`src/design/smc_consts.svh`:
```
// Constants for the sleep-mode controller: register offsets, field positions,
// reset values and timing counts. Included by the design file only.
`ifndef SMC_CONSTS_SVH
`define SMC_CONSTS_SVH

// Register offsets (3-bit word address)
`define SMC_ADDR_CTRL 3'h0
`define SMC_ADDR_ACMP 3'h1
`define SMC_ADDR_ASYNC 3'h2
`define SMC_ADDR_TMSK 3'h3
`define SMC_ADDR_STAT 3'h4

// Field positions
`define SMC_SE_BIT 5
`define SMC_SM_HI 4
`define SMC_SM_LO 3
`define SMC_ACD_BIT 7
`define SMC_AS0_BIT 3
`define SMC_MSK_CMP 1
`define SMC_MSK_OVF 0

// Mode select encodings
`define SMC_MODE_IDLE 2'h0
`define SMC_MODE_RSVD 2'h1
`define SMC_MODE_PDOWN 2'h2
`define SMC_MODE_PSAVE 2'h3

// Reset values
`define SMC_RST_BYTE 8'h00
`define SMC_RST_CNT 16'h0000

// Timing
`define SMC_CLK_PERIOD_NS 10
`define SMC_WDT_PERIOD_NS 1000
`define SMC_WDT_CYC (`SMC_WDT_PERIOD_NS / `SMC_CLK_PERIOD_NS)
`define SMC_POST_EXT_CYC 2
`define SMC_POST_TMR_CYC 3
`define SMC_LVL_SAMPLES 2

`endif

```
`src/design/smc_pkg.sv`:
```
// Types shared by the sleep-mode controller.
// Needs no other file; the design imports it whole.
package smc_pkg;
  typedef enum logic [2:0] {
    smc_st_active,
    smc_st_idle,
    smc_st_pdown,
    smc_st_restart,
    smc_st_postwake
  } smc_state_type;

  typedef enum logic [2:0] {
    smc_cause_none,
    smc_cause_irq,
    smc_cause_level,
    smc_cause_timer,
    smc_cause_wdt
  } smc_cause_type;
endpackage

```
`src/design/smc_sleep_ctrl.sv`:
```
// Sleep-mode controller: takes the sleep instruction, enters Idle, Power-down
// or Power Save, qualifies wake sources and times the restart.
// Assumes the CPU, interrupt system and watchdog share sys_clk_i; the level
// interrupt pin and the timer0 event toggles arrive from other domains.
//
// Notes on behaviour
// - Sleep only when sleep_enable set at instruction.
// - Select 00 enters Idle.
// - Select 10 enters Power-down.
// - Select 11 enters Power Save.
// - Enabled interrupt wakes, routine then resumes.
// - Sleep leaves registers and memories untouched.
// - Reset while asleep restarts at reset vector.
// - Idle halts only the CPU.
// - Idle wake resumes with no delay.
// - Power-down stops oscillator, keeps interrupts, watchdog.
// - Power-down wakes on reset, watchdog, level.
// - Level sampled twice on watchdog tick.
// - Power-down wake waits fuse-selected restart delay.
// - Vanished wake condition runs no interrupt.
// - Power Save keeps async timer0 counting.
// - Power Save also wakes on enabled timer0 events.
// - Timer wake routine needs global interrupt enable.
// - External wake in Power Save: two cycles before flag update.
// - Timer wake: three cycles before flag update.
// - Post-wake cycles run code, flags held.
//
// The register offsets and the address-and-strobe port are this design's own decisions.
`timescale 1ns/10ps
`default_nettype none
`include "smc_consts.svh"

module smc_sleep_ctrl
  import smc_pkg::*;
#(
  parameter logic [15:0] DLY_SEL0 = 16'h0010,
  parameter logic [15:0] DLY_SEL1 = 16'h0040,
  parameter logic [15:0] DLY_SEL2 = 16'h0100,
  parameter logic [15:0] DLY_SEL3 = 16'h0400
) (
  input wire logic sys_clk_i,
  input wire logic reset_n_i,
  input wire logic clk_en_i,
  input wire logic [2:0] addr_i,
  input wire logic [7:0] wr_data_i,
  input wire logic wr_en_i,
  input wire logic rd_en_i,
  output logic [7:0] rd_data_o,
  input wire logic sleep_instr_i,
  input wire logic irq_pending_i,
  input wire logic global_irq_en_i,
  input wire logic wdt_reset_i,
  input wire logic ext_level_irq_n_i,
  input wire logic t0_ovf_tgl_i,
  input wire logic t0_cmp_tgl_i,
  input wire logic [1:0] startup_time_fuses_i,
  output logic cpu_halt_o,
  output logic osc_stop_o,
  output logic comparator_off_o,
  output logic timer0_run_o,
  output logic wake_irq_o,
  output logic flag_hold_o,
  output logic reset_req_o
);

  // ==========================================================
  // State
  typedef struct packed {
    smc_state_type st;
    smc_cause_type cause;
    logic ps;
    logic [15:0] cnt;
    logic [1:0] post_cnt;
    logic sleep_enable;
    logic [1:0] sleep_mode_select;
    logic comparator_disable;
    logic timer0_async_select;
    logic [1:0] timer_irq_mask;
    logic lvl_s1;
    logic lvl_s2;
    logic ovf_s1;
    logic ovf_s2;
    logic ovf_d;
    logic cmp_s1;
    logic cmp_s2;
    logic cmp_d;
    logic [6:0] wdt_div;
    logic [1:0] lvl_hits;
    logic [7:0] rd_data;
    logic cpu_halt;
    logic osc_stop;
    logic acmp_off;
    logic t0_run;
    logic wake_irq;
    logic flag_hold;
    logic reset_req;
  } smc_regs_type;

  smc_regs_type r;
  smc_regs_type n;

  // Restart delay per fuse setting; the oscillator needs this to settle
  function automatic logic [15:0] restart_cycles(input logic [1:0] sel);
    if (sel == 2'h0) begin
      restart_cycles = DLY_SEL0;
    end else if (sel == 2'h1) begin
      restart_cycles = DLY_SEL1;
    end else if (sel == 2'h2) begin
      restart_cycles = DLY_SEL2;
    end else begin
      restart_cycles = DLY_SEL3;
    end
  endfunction

  // ==========================================================
  // Next-state logic
  always_comb begin
    logic wdt_tick;
    logic lvl_ok;
    logic tmr_wake;
    wdt_tick = 1'b0;
    lvl_ok = 1'b0;
    tmr_wake = 1'b0;
    n = r;
    // Synchronisers for pins and foreign-domain toggles
    n.lvl_s1 = ext_level_irq_n_i;
    n.lvl_s2 = r.lvl_s1;
    n.ovf_s1 = t0_ovf_tgl_i;
    n.ovf_s2 = r.ovf_s1;
    n.ovf_d = r.ovf_s2;
    n.cmp_s1 = t0_cmp_tgl_i;
    n.cmp_s2 = r.cmp_s1;
    n.cmp_d = r.cmp_s2;
    n.rd_data = `SMC_RST_BYTE;
    n.wake_irq = 1'b0;
    n.reset_req = 1'b0;

    // Register reads: data valid only in the following cycle
    if (rd_en_i) begin
      if (addr_i == `SMC_ADDR_CTRL) begin
        n.rd_data[`SMC_SE_BIT] = r.sleep_enable;
        n.rd_data[`SMC_SM_HI:`SMC_SM_LO] = r.sleep_mode_select;
      end else if (addr_i == `SMC_ADDR_ACMP) begin
        n.rd_data[`SMC_ACD_BIT] = r.comparator_disable;
      end else if (addr_i == `SMC_ADDR_ASYNC) begin
        n.rd_data[`SMC_AS0_BIT] = r.timer0_async_select;
      end else if (addr_i == `SMC_ADDR_TMSK) begin
        n.rd_data[1:0] = r.timer_irq_mask;
      end else if (addr_i == `SMC_ADDR_STAT) begin
        n.rd_data = {2'h0, r.cause, r.st};
      end
    end

    // Register writes; unmapped offsets are ignored
    if (wr_en_i) begin
      if (addr_i == `SMC_ADDR_CTRL) begin
        n.sleep_enable = wr_data_i[`SMC_SE_BIT];
        n.sleep_mode_select = wr_data_i[`SMC_SM_HI:`SMC_SM_LO];
      end else if (addr_i == `SMC_ADDR_ACMP) begin
        n.comparator_disable = wr_data_i[`SMC_ACD_BIT];
      end else if (addr_i == `SMC_ADDR_ASYNC) begin
        n.timer0_async_select = wr_data_i[`SMC_AS0_BIT];
      end else if (addr_i == `SMC_ADDR_TMSK) begin
        n.timer_irq_mask = wr_data_i[1:0];
      end
    end

    // Nominal watchdog oscillator tick, free running
    wdt_tick = (r.wdt_div == 7'(`SMC_WDT_CYC - 1));
    n.wdt_div = wdt_tick ? 7'h00 : r.wdt_div + 7'h01;

    // A lone low sample never wakes the part, so a glitch on the pin cannot
    // start the oscillator; the price is a wake-up of up to two ticks
    // Level must stay low across two ticks; any high sample restarts it
    if (r.st != smc_st_pdown || r.lvl_s2) begin
      n.lvl_hits = 2'h0;
    end else if (wdt_tick && r.lvl_hits != 2'(`SMC_LVL_SAMPLES)) begin
      n.lvl_hits = r.lvl_hits + 2'h1;
    end
    lvl_ok = (r.lvl_hits == 2'(`SMC_LVL_SAMPLES)) && !r.lvl_s2;

    // Timer events count only in Power Save with async clocking
    tmr_wake = r.ps && r.timer0_async_select &&
               (((r.ovf_s2 ^ r.ovf_d) && r.timer_irq_mask[`SMC_MSK_OVF]) ||
                ((r.cmp_s2 ^ r.cmp_d) && r.timer_irq_mask[`SMC_MSK_CMP]));

    // Sleep sequence
    case (r.st)
      smc_st_active: begin
        // Clear sleep_enable or reserved select leaves the CPU running
        if (sleep_instr_i && r.sleep_enable) begin
          if (r.sleep_mode_select == `SMC_MODE_IDLE) begin
            n.st = smc_st_idle;
          end else if (r.sleep_mode_select == `SMC_MODE_PDOWN) begin
            n.st = smc_st_pdown;
            n.ps = 1'b0;
          end else if (r.sleep_mode_select == `SMC_MODE_PSAVE) begin
            n.st = smc_st_pdown;
            n.ps = 1'b1;
          end
        end
      end
      smc_st_idle: begin
        // Peripherals run on; any enabled interrupt wakes at once
        if (wdt_reset_i) begin
          n.st = smc_st_active;
          n.cause = smc_cause_wdt;
          n.reset_req = 1'b1;
        end else if (irq_pending_i) begin
          n.st = smc_st_active;
          n.cause = smc_cause_irq;
          n.wake_irq = 1'b1;
        end
      end
      smc_st_pdown: begin
        // Only watchdog reset, qualified level, or Power Save timer event
        if (wdt_reset_i) begin
          n.cause = smc_cause_wdt;
        end else if (lvl_ok) begin
          n.cause = smc_cause_level;
        end else if (tmr_wake) begin
          n.cause = smc_cause_timer;
        end
        if (wdt_reset_i || lvl_ok || tmr_wake) begin
          n.st = smc_st_restart;
          n.cnt = restart_cycles(startup_time_fuses_i) - 16'h0001;
        end
      end
      smc_st_restart: begin
        if (r.cnt != `SMC_RST_CNT) begin
          n.cnt = r.cnt - 16'h0001;
        end else if (r.cause == smc_cause_wdt) begin
          n.st = smc_st_active;
          n.reset_req = 1'b1;
        end else if (r.cause == smc_cause_timer) begin
          n.st = smc_st_postwake;
          n.post_cnt = 2'(`SMC_POST_TMR_CYC - 1);
        end else if (r.lvl_s2) begin
          n.st = smc_st_active;
        end else if (r.ps) begin
          n.st = smc_st_postwake;
          n.post_cnt = 2'(`SMC_POST_EXT_CYC - 1);
        end else begin
          n.st = smc_st_active;
          n.wake_irq = 1'b1;
        end
      end
      smc_st_postwake: begin
        // CPU runs; interrupt flags held until the count ends
        if (r.post_cnt != 2'h0) begin
          n.post_cnt = r.post_cnt - 2'h1;
        end else begin
          n.st = smc_st_active;
          n.wake_irq = (r.cause == smc_cause_timer) ? global_irq_en_i : 1'b1;
        end
      end
      default: begin
        n.st = smc_st_active;
      end
    endcase

    // Outputs follow the next state so they line up with it
    n.cpu_halt = (n.st == smc_st_idle) || (n.st == smc_st_pdown) ||
                 (n.st == smc_st_restart);
    n.osc_stop = (n.st == smc_st_pdown);
    n.acmp_off = n.comparator_disable;
    n.t0_run = (n.st != smc_st_pdown) || (n.ps && n.timer0_async_select);
    n.flag_hold = (n.st == smc_st_postwake);
  end

  // ==========================================================
  // State register; clock gating only, so the CPU keeps all contents
  always_ff @(posedge sys_clk_i or negedge reset_n_i) begin
    if (!reset_n_i) begin
      r <= '0;
    end else if (clk_en_i) begin
      r <= n;
    end
  end

  // Outputs come straight from the state register, no logic after the flops
  assign rd_data_o = r.rd_data;
  assign cpu_halt_o = r.cpu_halt;
  assign osc_stop_o = r.osc_stop;
  assign comparator_off_o = r.acmp_off;
  assign timer0_run_o = r.t0_run;
  assign wake_irq_o = r.wake_irq;
  assign flag_hold_o = r.flag_hold;
  assign reset_req_o = r.reset_req;
endmodule // smc_sleep_ctrl

`default_nettype wire

```
`config.mk`:
```
export PLATFORM = sky130hd
export DESIGN_NAME = smc_sleep_ctrl
export DESIGN_NICKNAME = d
export VERILOG_FILES = /design/src/design/smc_pkg.sv /design/src/design/smc_sleep_ctrl.sv
export VERILOG_INCLUDE_DIRS = /design/src /design/src/design
export SDC_FILE = /design/constraint.sdc
export NUM_CORES = 1
export LEC_CHECK = 0
export BUFFER_PORTS_ARGS = -buffer_cell sky130_fd_sc_hd__buf_2
export CORE_MARGIN = 2
export CORE_UTILIZATION = 40
export CTS_BUF_LIST = sky130_fd_sc_hd__clkbuf_16
export CTS_CLUSTER_SIZE = 24
export DETAILED_ROUTE_END_ITERATION = 8
export PLACE_DENSITY = 0.55
export SLEW_MARGIN = 0
export SYNTH_ARGS = -nofsm -noshare
export SYNTH_HDL_FRONTEND = slang
export SYNTH_SLANG_ARGS = --single-unit
```
`constraint.sdc`:
```
create_clock -name sys_clk_i -period 6.4 [get_ports sys_clk_i]
set_input_delay 0.64 -clock sys_clk_i [delete_from_list [all_inputs] [get_ports sys_clk_i]]
set_output_delay 0.64 -clock sys_clk_i [all_outputs]
set_load 0.01 [all_outputs]
```
### Word-level counts from Yosys, hierarchy flattened

Index checks and enable logic that the tools add are counted.

* $add $sub $neg: 5
* bitwise gates (word level): 5
* equal/unequal tests: 32
* reductions and logical operators: 33
* mux-type cells: 79

Operator list (number)
* 2-to-1 mux 16 bit: 6
* 2-to-1 mux 3 bit: 18
* 2-to-1 mux 8 bit: 6
* one-hot mux 16 bit (2 select lines): 1
* subtractor 16 x 1 -> 16 bit, second input constant: 2
* 2-to-1 mux 2 bit: 12
* 2-to-1 mux 6 bit: 4
* equality test 3 x 2 -> 1 bit, second input constant: 7
* 2-to-1 mux 1 bit: 21
* nonzero test 16 bit: 1
* one-hot mux 3 bit (5 select lines): 1
* 2-to-1 mux 7 bit: 2
* equality test 3 bit, second input constant: 4
* 2-to-1 mux 4 bit: 3
* inequality test 2 bit, second input constant: 6
* AND reduction 4 bit: 3
* 2-to-1 mux 11 bit: 1
* nonzero test 2 bit: 5
* equality test 3 x 1 -> 1 bit, second input constant: 3
* inequality test 3 bit, second input constant: 3
* equality test 2 bit, second input constant: 4
* logical AND 1 bit: 8
* adder 7 x 1 -> 7 bit, second input constant: 1
* equality test 7 bit, second input constant: 1
* 19 further kinds: 31

* register bits after elaboration: 63
* bits of input ports: 25
* word-level logic and storage cells: 181
* output and inout bits: 15

### Logic depth before layout (Yosys ltp)

Gate-level depths: netlist of run 1.

* depth after elaboration: 12
* depth in mapped cells: 11
* gate-level depth less buffers: 8

### Least setup slack after synthesis of run 1

Ideal clock, no wire load.

* path type: register -> register
* start: register r[44] (netlist name)
* end: register r[45] (netlist name)
* setup time: 124 ps
* cell stages (with the launch flop): 8
* arrival time: 2222 ps
* data required time: 6276 ps
* setup slack: 4054 ps
* path buffers: 2
* path through: dfrtp_1 -> or4_4 -> or4_4 -> buf_6 -> a2bb2o_4 -> buf_6 -> nor3_1 -> a211o_1

* word-level cells in the longest chain between the ends: 3
* elaborated cells on any way between the ends: 6
* classes of those cells: add/sub (1); eq/ne (1); mux (2); reduce/logical (2)

Ends and longest elaborated chain
* start: declaration: line smc_sleep_ctrl.sv:99 `smc_regs_type r;`
* start signal: assignment: line smc_sleep_ctrl.sv:277 `r <= n;`
* subtractor 16 x 1 -> 16 bit / nonzero test 16 bit (equally long branches)
* 2-to-1 mux 16 bit / inequality test 2 bit (equally long branches)
* one-hot mux 16 bit (2 select lines) / AND reduction 4 bit (equally long branches)

Several ways; a longest one is shown, not always the timed one. The select of a mux whose other input is x is not followed.
A chain may end at the register's enable or synchronous reset.

### Final worst setup path of run 1

* start: register r[61] (netlist name)
* end: register r[51] (netlist name)

* word-level cells in the longest chain between the ends: 3
* elaborated cells on any way between the ends: 7
* classes of those cells: eq/ne (4); mux (1); reduce/logical (2)

Ends and longest elaborated chain
* equality test 3 x 2 -> 1 bit: line smc_sleep_ctrl.sv:188 `case (r.st)`
* inequality test 2 bit (no line) / nonzero test 2 bit (equally long branches)
* AND reduction 4 bit (no line)

Several ways; a longest one is shown, not always the timed one.

==> results of run 1 <==
## report_power, final
| part | switching (W) | internal (W) | total (W) |
|---|---|---|---|
| sequential | 0.000145 | 0.000504 | 0.000649 |
| clock | 0.000179 | 0.000259 | 0.000438 |
| combinational | 0.000322 | 0.000236 | 0.000558 |
## logic make-up (layout without fill, tap and decap cells)
group,Yosys count,in the layout
AO/OA/AOI/OAI,107,107
XOR/XNOR,6,6
adder cells (fa/ha/maj),4,4
buffers and inverters,50,74
flip-flops,62,62
multiplexers,24,24
other,1,1
AND/OR/NAND/NOR,123,123
## cells in the mapped netlist (2+ instances only)
| cell type | number |
|---|---|
| dfrtp_1 | 62 |
| nor2_1 | 32 |
| nand2_1 | 21 |
| o21ai_0 | 21 |
| inv_1 | 20 |
| a21oi_1 | 19 |
| mux2_2 | 19 |
| clkbuf_1 | 16 |
| o31ai_1 | 15 |
| nand3_1 | 12 |
| nor3_1 | 10 |
| buf_4 | 9 |
| o22ai_1 | 8 |
| a31oi_1 | 6 |
| and3_1 | 6 |
| nand2b_1 | 6 |
| nor4_1 | 6 |
| nand4_1 | 5 |
| ha_1 | 4 |
| mux2i_1 | 4 |
| nand3b_1 | 4 |
| nor2b_1 | 4 |
| o211ai_1 | 4 |
| a32oi_1 | 3 |
| buf_6 | 3 |
| o21a_1 | 3 |
| or4_1 | 3 |
| or4_4 | 3 |
| xnor2_1 | 3 |
| xor2_1 | 3 |
| a211o_1 | 2 |
| a211oi_2 | 2 |
| a41o_1 | 2 |
| a41oi_1 | 2 |
| buf_1 | 2 |
| nor4b_1 | 2 |
| o22a_1 | 2 |
| o41ai_1 | 2 |
| or3_1 | 2 |
## worst max-delay path, cell delays in order (launching register included)
cell and delay [ns]:
dfrtp_1 0.55, and3b_1 0.54, nand2_1 0.18, ha_1 0.34, o21ai_0 0.35, or4_1 0.59, o211ai_1 0.10
## routing by layer
metal	global-route usage, %	part of all wire [%]	up-vias
met3	4.724	3.9	6
met4	5.585	0.99	0
li1	-	-	1430
met1	26.64	51	1424
met2	25.69	44	53
met5	0	0	-
## sequential cells by signal (all words and copies together) (netlist names)
signal / flops
osc_stop_o: 1
wake_irq_o: 1
n: 5
reset_req_o: 1
timer0_run_o: 1
rd_data_o: 7
r: 43
flag_hold_o: 1
cpu_halt_o: 1
comparator_off_o: 1
## through the flow
stage	area, um2	util, %	std cells	setup WS, ns
after CTS	3993	46.01	509	3.686
after detailed placement	3725	42.92	493	3.393
after floorplan	3563	-	377	4.054
after global routing	3993	46.01	509	3.409
after global placement	3725	42.92	493	3.416
final	3993	46.01	509	3.647
## worst max path at each step
| stage | startpoint | slack (ns) | cells after the start | endpoint |
|---|---|---|---|---|
| 5_1_grt | r[61] | 3.41 | 5 | r[51] |
| 3_3_place_gp | clk_en_i | 3.42 | 7 | r[51] |
| 6_report | r[61] | 3.65 | 6 | r[51] |
| 2_1_floorplan | r[44] | 4.05 | 7 | r[45] |
| 4_1_cts | r[61] | 3.69 | 6 | r[51] |
| 3_5_place_dp | clk_en_i | 3.39 | 7 | r[51] |
## layout make-up
cell class              instances  share of cell area [%]
clock inverters                 7                   1.065
repair buffers                 38                   4.889
flip-flops and latches         62                   38.86
well taps                     108                   3.385
multi-input cells             265                   44.28
inverters                      20                   1.880
clock buffers                   9                   5.641
==> flow_summary.ini, run 1 <==
[cells_and_area]
final_common_cell = dfrtp_1
most-common-layout-cells = dfrtp_1, buf_2, nor2_1
multi_input_area_um2 = 1768
antenna_cells = 0
layout-drive-gt1-share_pct = 20.45
seqCellArea_um2 = 1551
fin_nets = 425
fillCellCount = 866
area_growth_pct = 12.04

[synthesis]
postSynthAreaPerCell_um2 = 9.452
synthCells = 377
muxShareOfSynthArea_pct = 7.444
synth.distinct_cells = 64
synth_top_family_by_area = compound AO/OA/AOI/OAI gates
yosys.area.top_type_share_pct = 43.54
synth_edf_count = 0
synth.ff_latch_count = 62
synth_ff_type = dfrtp_1
syn_area_um2 = 3563
synth-xor-area-share_pct = 1.475
ys_seq_area_share_pct = 43.54
yosys.area_share.simple_pct = 18.26
yosysTopAreaCell = dfrtp_1
synth-warning-count = 0
synthAdderAreaFrac_pct = 1.404
synthesis.nets = 406
synth_compound_area_share_pct = 20.93
async_reset_ff_share_pct = 100.0
synth_area_leaders = dfrtp_1, mux2_2, nor2_1

[setup_path]
rrSetupSlack_ns = 3.65
setup.worst_path.class = reg2reg
cp.required_ns = 6.65
r2r-start = r[61]
reg2regPathDepth = 6
r2r-end = r[51]
crit_arrival_ns = 3.00
cp_max_fo = 20
end_kind = register
startpoint_type = register

[global_route]
grt_pass1_wl_um = 13990
grt_pass1_vias = 2770
gr-total-overflow = 0
antenna_found_initial = 0
grt_max_degree = 63
track_usage_pct = 17.97

[clocking]
clock-sinks = 62
path_clk_slew_ns = 0.06
clock_latency_ns = 0.33
post-cts-setup-buffers = 0
clockBufferDepth = 2
cts-buffers-inserted = 9
cts_hold_buffers = 0
cts_max_level = 3
root_buffer = clkbuf_16
cts_tree = built
cts.repair.resized = 0

[routing]
wl_per_cell_um = 16.25
vias = 2913
drtIter0Drc = 172
ant_nets = 0
drcViolationCount = 0
routed_wl_um = 8269
vias_per_cell = 5.723
dr.pass1.iters = 4

[hold_path]
hold_path_class = reg2reg
min_to = r[39]
hp-start = r[39]
whs_path_depth = 1

[placed_design]
gp_congestion = 0.7888
portBuffers = 36
place_hpwl_um = 5563

[floorplan]
die-height_um = 98.39
dieArea_um2 = 9680
die-width_um = 98.39
initial_utilization_pct = 41.06
io_pins = 40
core_um2 = 8678
std_cell_rows = 34

[timing]
setup_tns_ns = 0
fmaxAchievable_mhz = 363.2
drv_slew = 0
rsz0062_at_grt = no
fin_hold_ws_ns = 0.4590
hold_viol_final = 0
period_share_pct = 43.02
fin_crit_ns = 2.753
finalSetupViolCount = 0
slew-limit-headroom_pct = 45.63
worstMarginPinSlew_ns = 0.8156
skew_ns = 0.003627

[power]
power.total_w = 0.001645
p_leak_nw = 1.731
vdd.ir_drop.worst_v = 0.0002317
power_density_nw_per_um2 = 412.0

[run]
maxCapViolCount = 0

[outcome]
status = finished clean
No activity file was read; power rests on OpenSTA's default activity.
==> run 2: changes to the inputs <==
- clock period: 6.4 -> 2.55 ns (I/O delays scaled with it)
==> run 2 against run 1 <==
Critical path depth is 1 lower; fmax rose by 13%; worst setup slack worse by 3.5 ns; non-clock buffer count increased by 20; sequential power up 130%; via count rose by 1.9%; hold slack worse by 0.30 ns; final area grew 5.2%; sequential cell count unchanged; sequential share of layout area is 1.9 points lower; combinational power grew to 3.1 times the previous value; critical path type unchanged; largest power group is now combinational logic.
==> flow_summary.ini, run 2 (synthesis gave the netlist of run 1 again) <==
[outcome]
status = finished clean

[placed_design]
portBuffers = 36
gp_congestion = 0.8668
place_hpwl_um = 6209
place_ws_ns = 0.1190

[clocking]
clock-sinks = 62
cts_max_level = 3
clock_latency_ns = 0.33
cts.repair.resized = 0
cts_tree = built
cts-buffers-inserted = 9
clockBufferDepth = 2
path_clk_slew_ns = 0.06
root_buffer = clkbuf_16

[setup_path]
end_kind = register
crit_arrival_ns = 2.64
r2r-start = r[44]
startpoint_type = register
rrSetupSlack_ns = 0.11
cp_max_fo = 10
cp.required_ns = 2.75
r2r-end = r[46]
reg2regPathDepth = 5
setup.worst_path.class = reg2reg

[timing]
fmaxAchievable_mhz = 410.3
period_share_pct = 95.59
finalSetupViolCount = 0
rsz0062_at_grt = no
drv_slew = 0
worstMarginPinSlew_ns = 0.6566
slew-limit-headroom_pct = 56.23
skew_ns = 0.005741
hold_viol_final = 0
fin_crit_ns = 2.437
fin_ws_ns = 0.1125
setup_tns_ns = 0

[power]
clockPowerShare_pct = 27.2
p_int_w = 0.002767
p_comb_share_pct = 39.0
vdd.ir_drop.worst_v = 0.0003487
seqPwrFrac_pct = 33.7
power_switching_w = 0.001684
p_leak_nw = 1.846
power_density_nw_per_um2 = 1060
p_sw_share_pct = 37.84

[floorplan]
die-width_um = 98.39
std_cell_rows = 34
io_pins = 40
initial_utilization_pct = 41.06
dieArea_um2 = 9680
die-height_um = 98.39
core_um2 = 8678

[routing]
routed_wl_um = 8696
drcViolationCount = 0
vias = 2969
vias_per_cell = 5.612
ant_nets = 0
dr.pass1.iters = 4
wl_per_cell_um = 16.44
drtIter0Drc = 113

[cells_and_area]
largest_reg_flops = 43
area_growth_pct = 17.87
layout-drive-gt1-share_pct = 23.99
final_util_pct = 48.40
top_register = r
fin_nets = 445
most-common-layout-cells = dfrtp_1, buf_2, nor2_1
multi_input_area_um2 = 1768
fillCellCount = 848
final_common_cell = dfrtp_1
seqCellArea_um2 = 1551
antenna_cells = 0

[hold_path]
hp-start = t0_cmp_tgl_i
hold_path_class = in2reg
min_to = n[25]
whs_path_depth = 2

[global_route]
antenna_found_initial = 0
grt_pass1_vias = 2925
grt_pass1_wl_um = 14750
track_usage_pct = 18.84
grt_max_degree = 37
gr-total-overflow = 0

[run]
maxCapViolCount = 0
-- run 2: critical path: stages (launching register included) --
cell and delay, ns:
dfrtp_1 0.38, or4_4 0.56, or4_4 0.64, a2bb2o_4 0.32, or2_2 0.28, o21ai_0 0.12
-- run 2: how the worst max path moves through the flow --
stage                      from  endpoint  cells after the start
after floorplan           r[44]     r[45]                      7
after global placement    r[52]     r[46]                      5
after detailed placement  r[52]     r[46]                      5
after CTS                 r[52]     r[46]                      5
after global routing      r[52]     r[40]                      5
final                     r[44]     r[46]                      5
-- run 2: power groups by stage --
stage	sequential, W	combinational [W]	clock [W]
after CTS	0.00150	0.00173	0.00124
final	0.00150	0.00174	0.00121
after global placement	0.00151	0.00170	0
after detailed placement	0.00151	0.00172	0
after floorplan	0.00150	0.00117	0
after global routing	0.00155	0.00192	0.00129
-- run 2: cell type report --
class                           instances  area share [%]
Clock buffer                            9           5.362
Inverter                               20           1.787
Tap cell                              108           3.217
Multi-Input combinational cell        265           42.09
Sequential cell                        62           36.94
Clock inverter                          7           1.728
Timing Repair Buffer                   58           8.877
-- run 2: layer usage --
layer  routed length (um)  track usage [%]  share of wire [%]
met5                    0                0                  0
met4                  108            6.006                1.2
met2                 3862            28.10                 44
met1                 4265            27.60                 49
met3                  460            3.794                5.3
-- run 2: per-stage QoR --
stage | instance area, um2 | power (W) | std cells | hold slack [ns]
after floorplan | 3563 | 0.002669 | 377 | -0.04059
after global placement | 3892 | 0.003203 | 512 | 0.3230
after detailed placement | 3892 | 0.003236 | 512 | 0.3252
after CTS | 4200 | 0.004474 | 529 | 0.1479
after global routing | 4200 | 0.004761 | 529 | 0.1541
final | 4200 | 0.004451 | 529 | 0.1545
-- run 2: repair_timing --
action | CTS | global route
setup buffers | 0 | 0
hold buffers | 1 | 0
endpoints found under the hold margin | 26 | 0
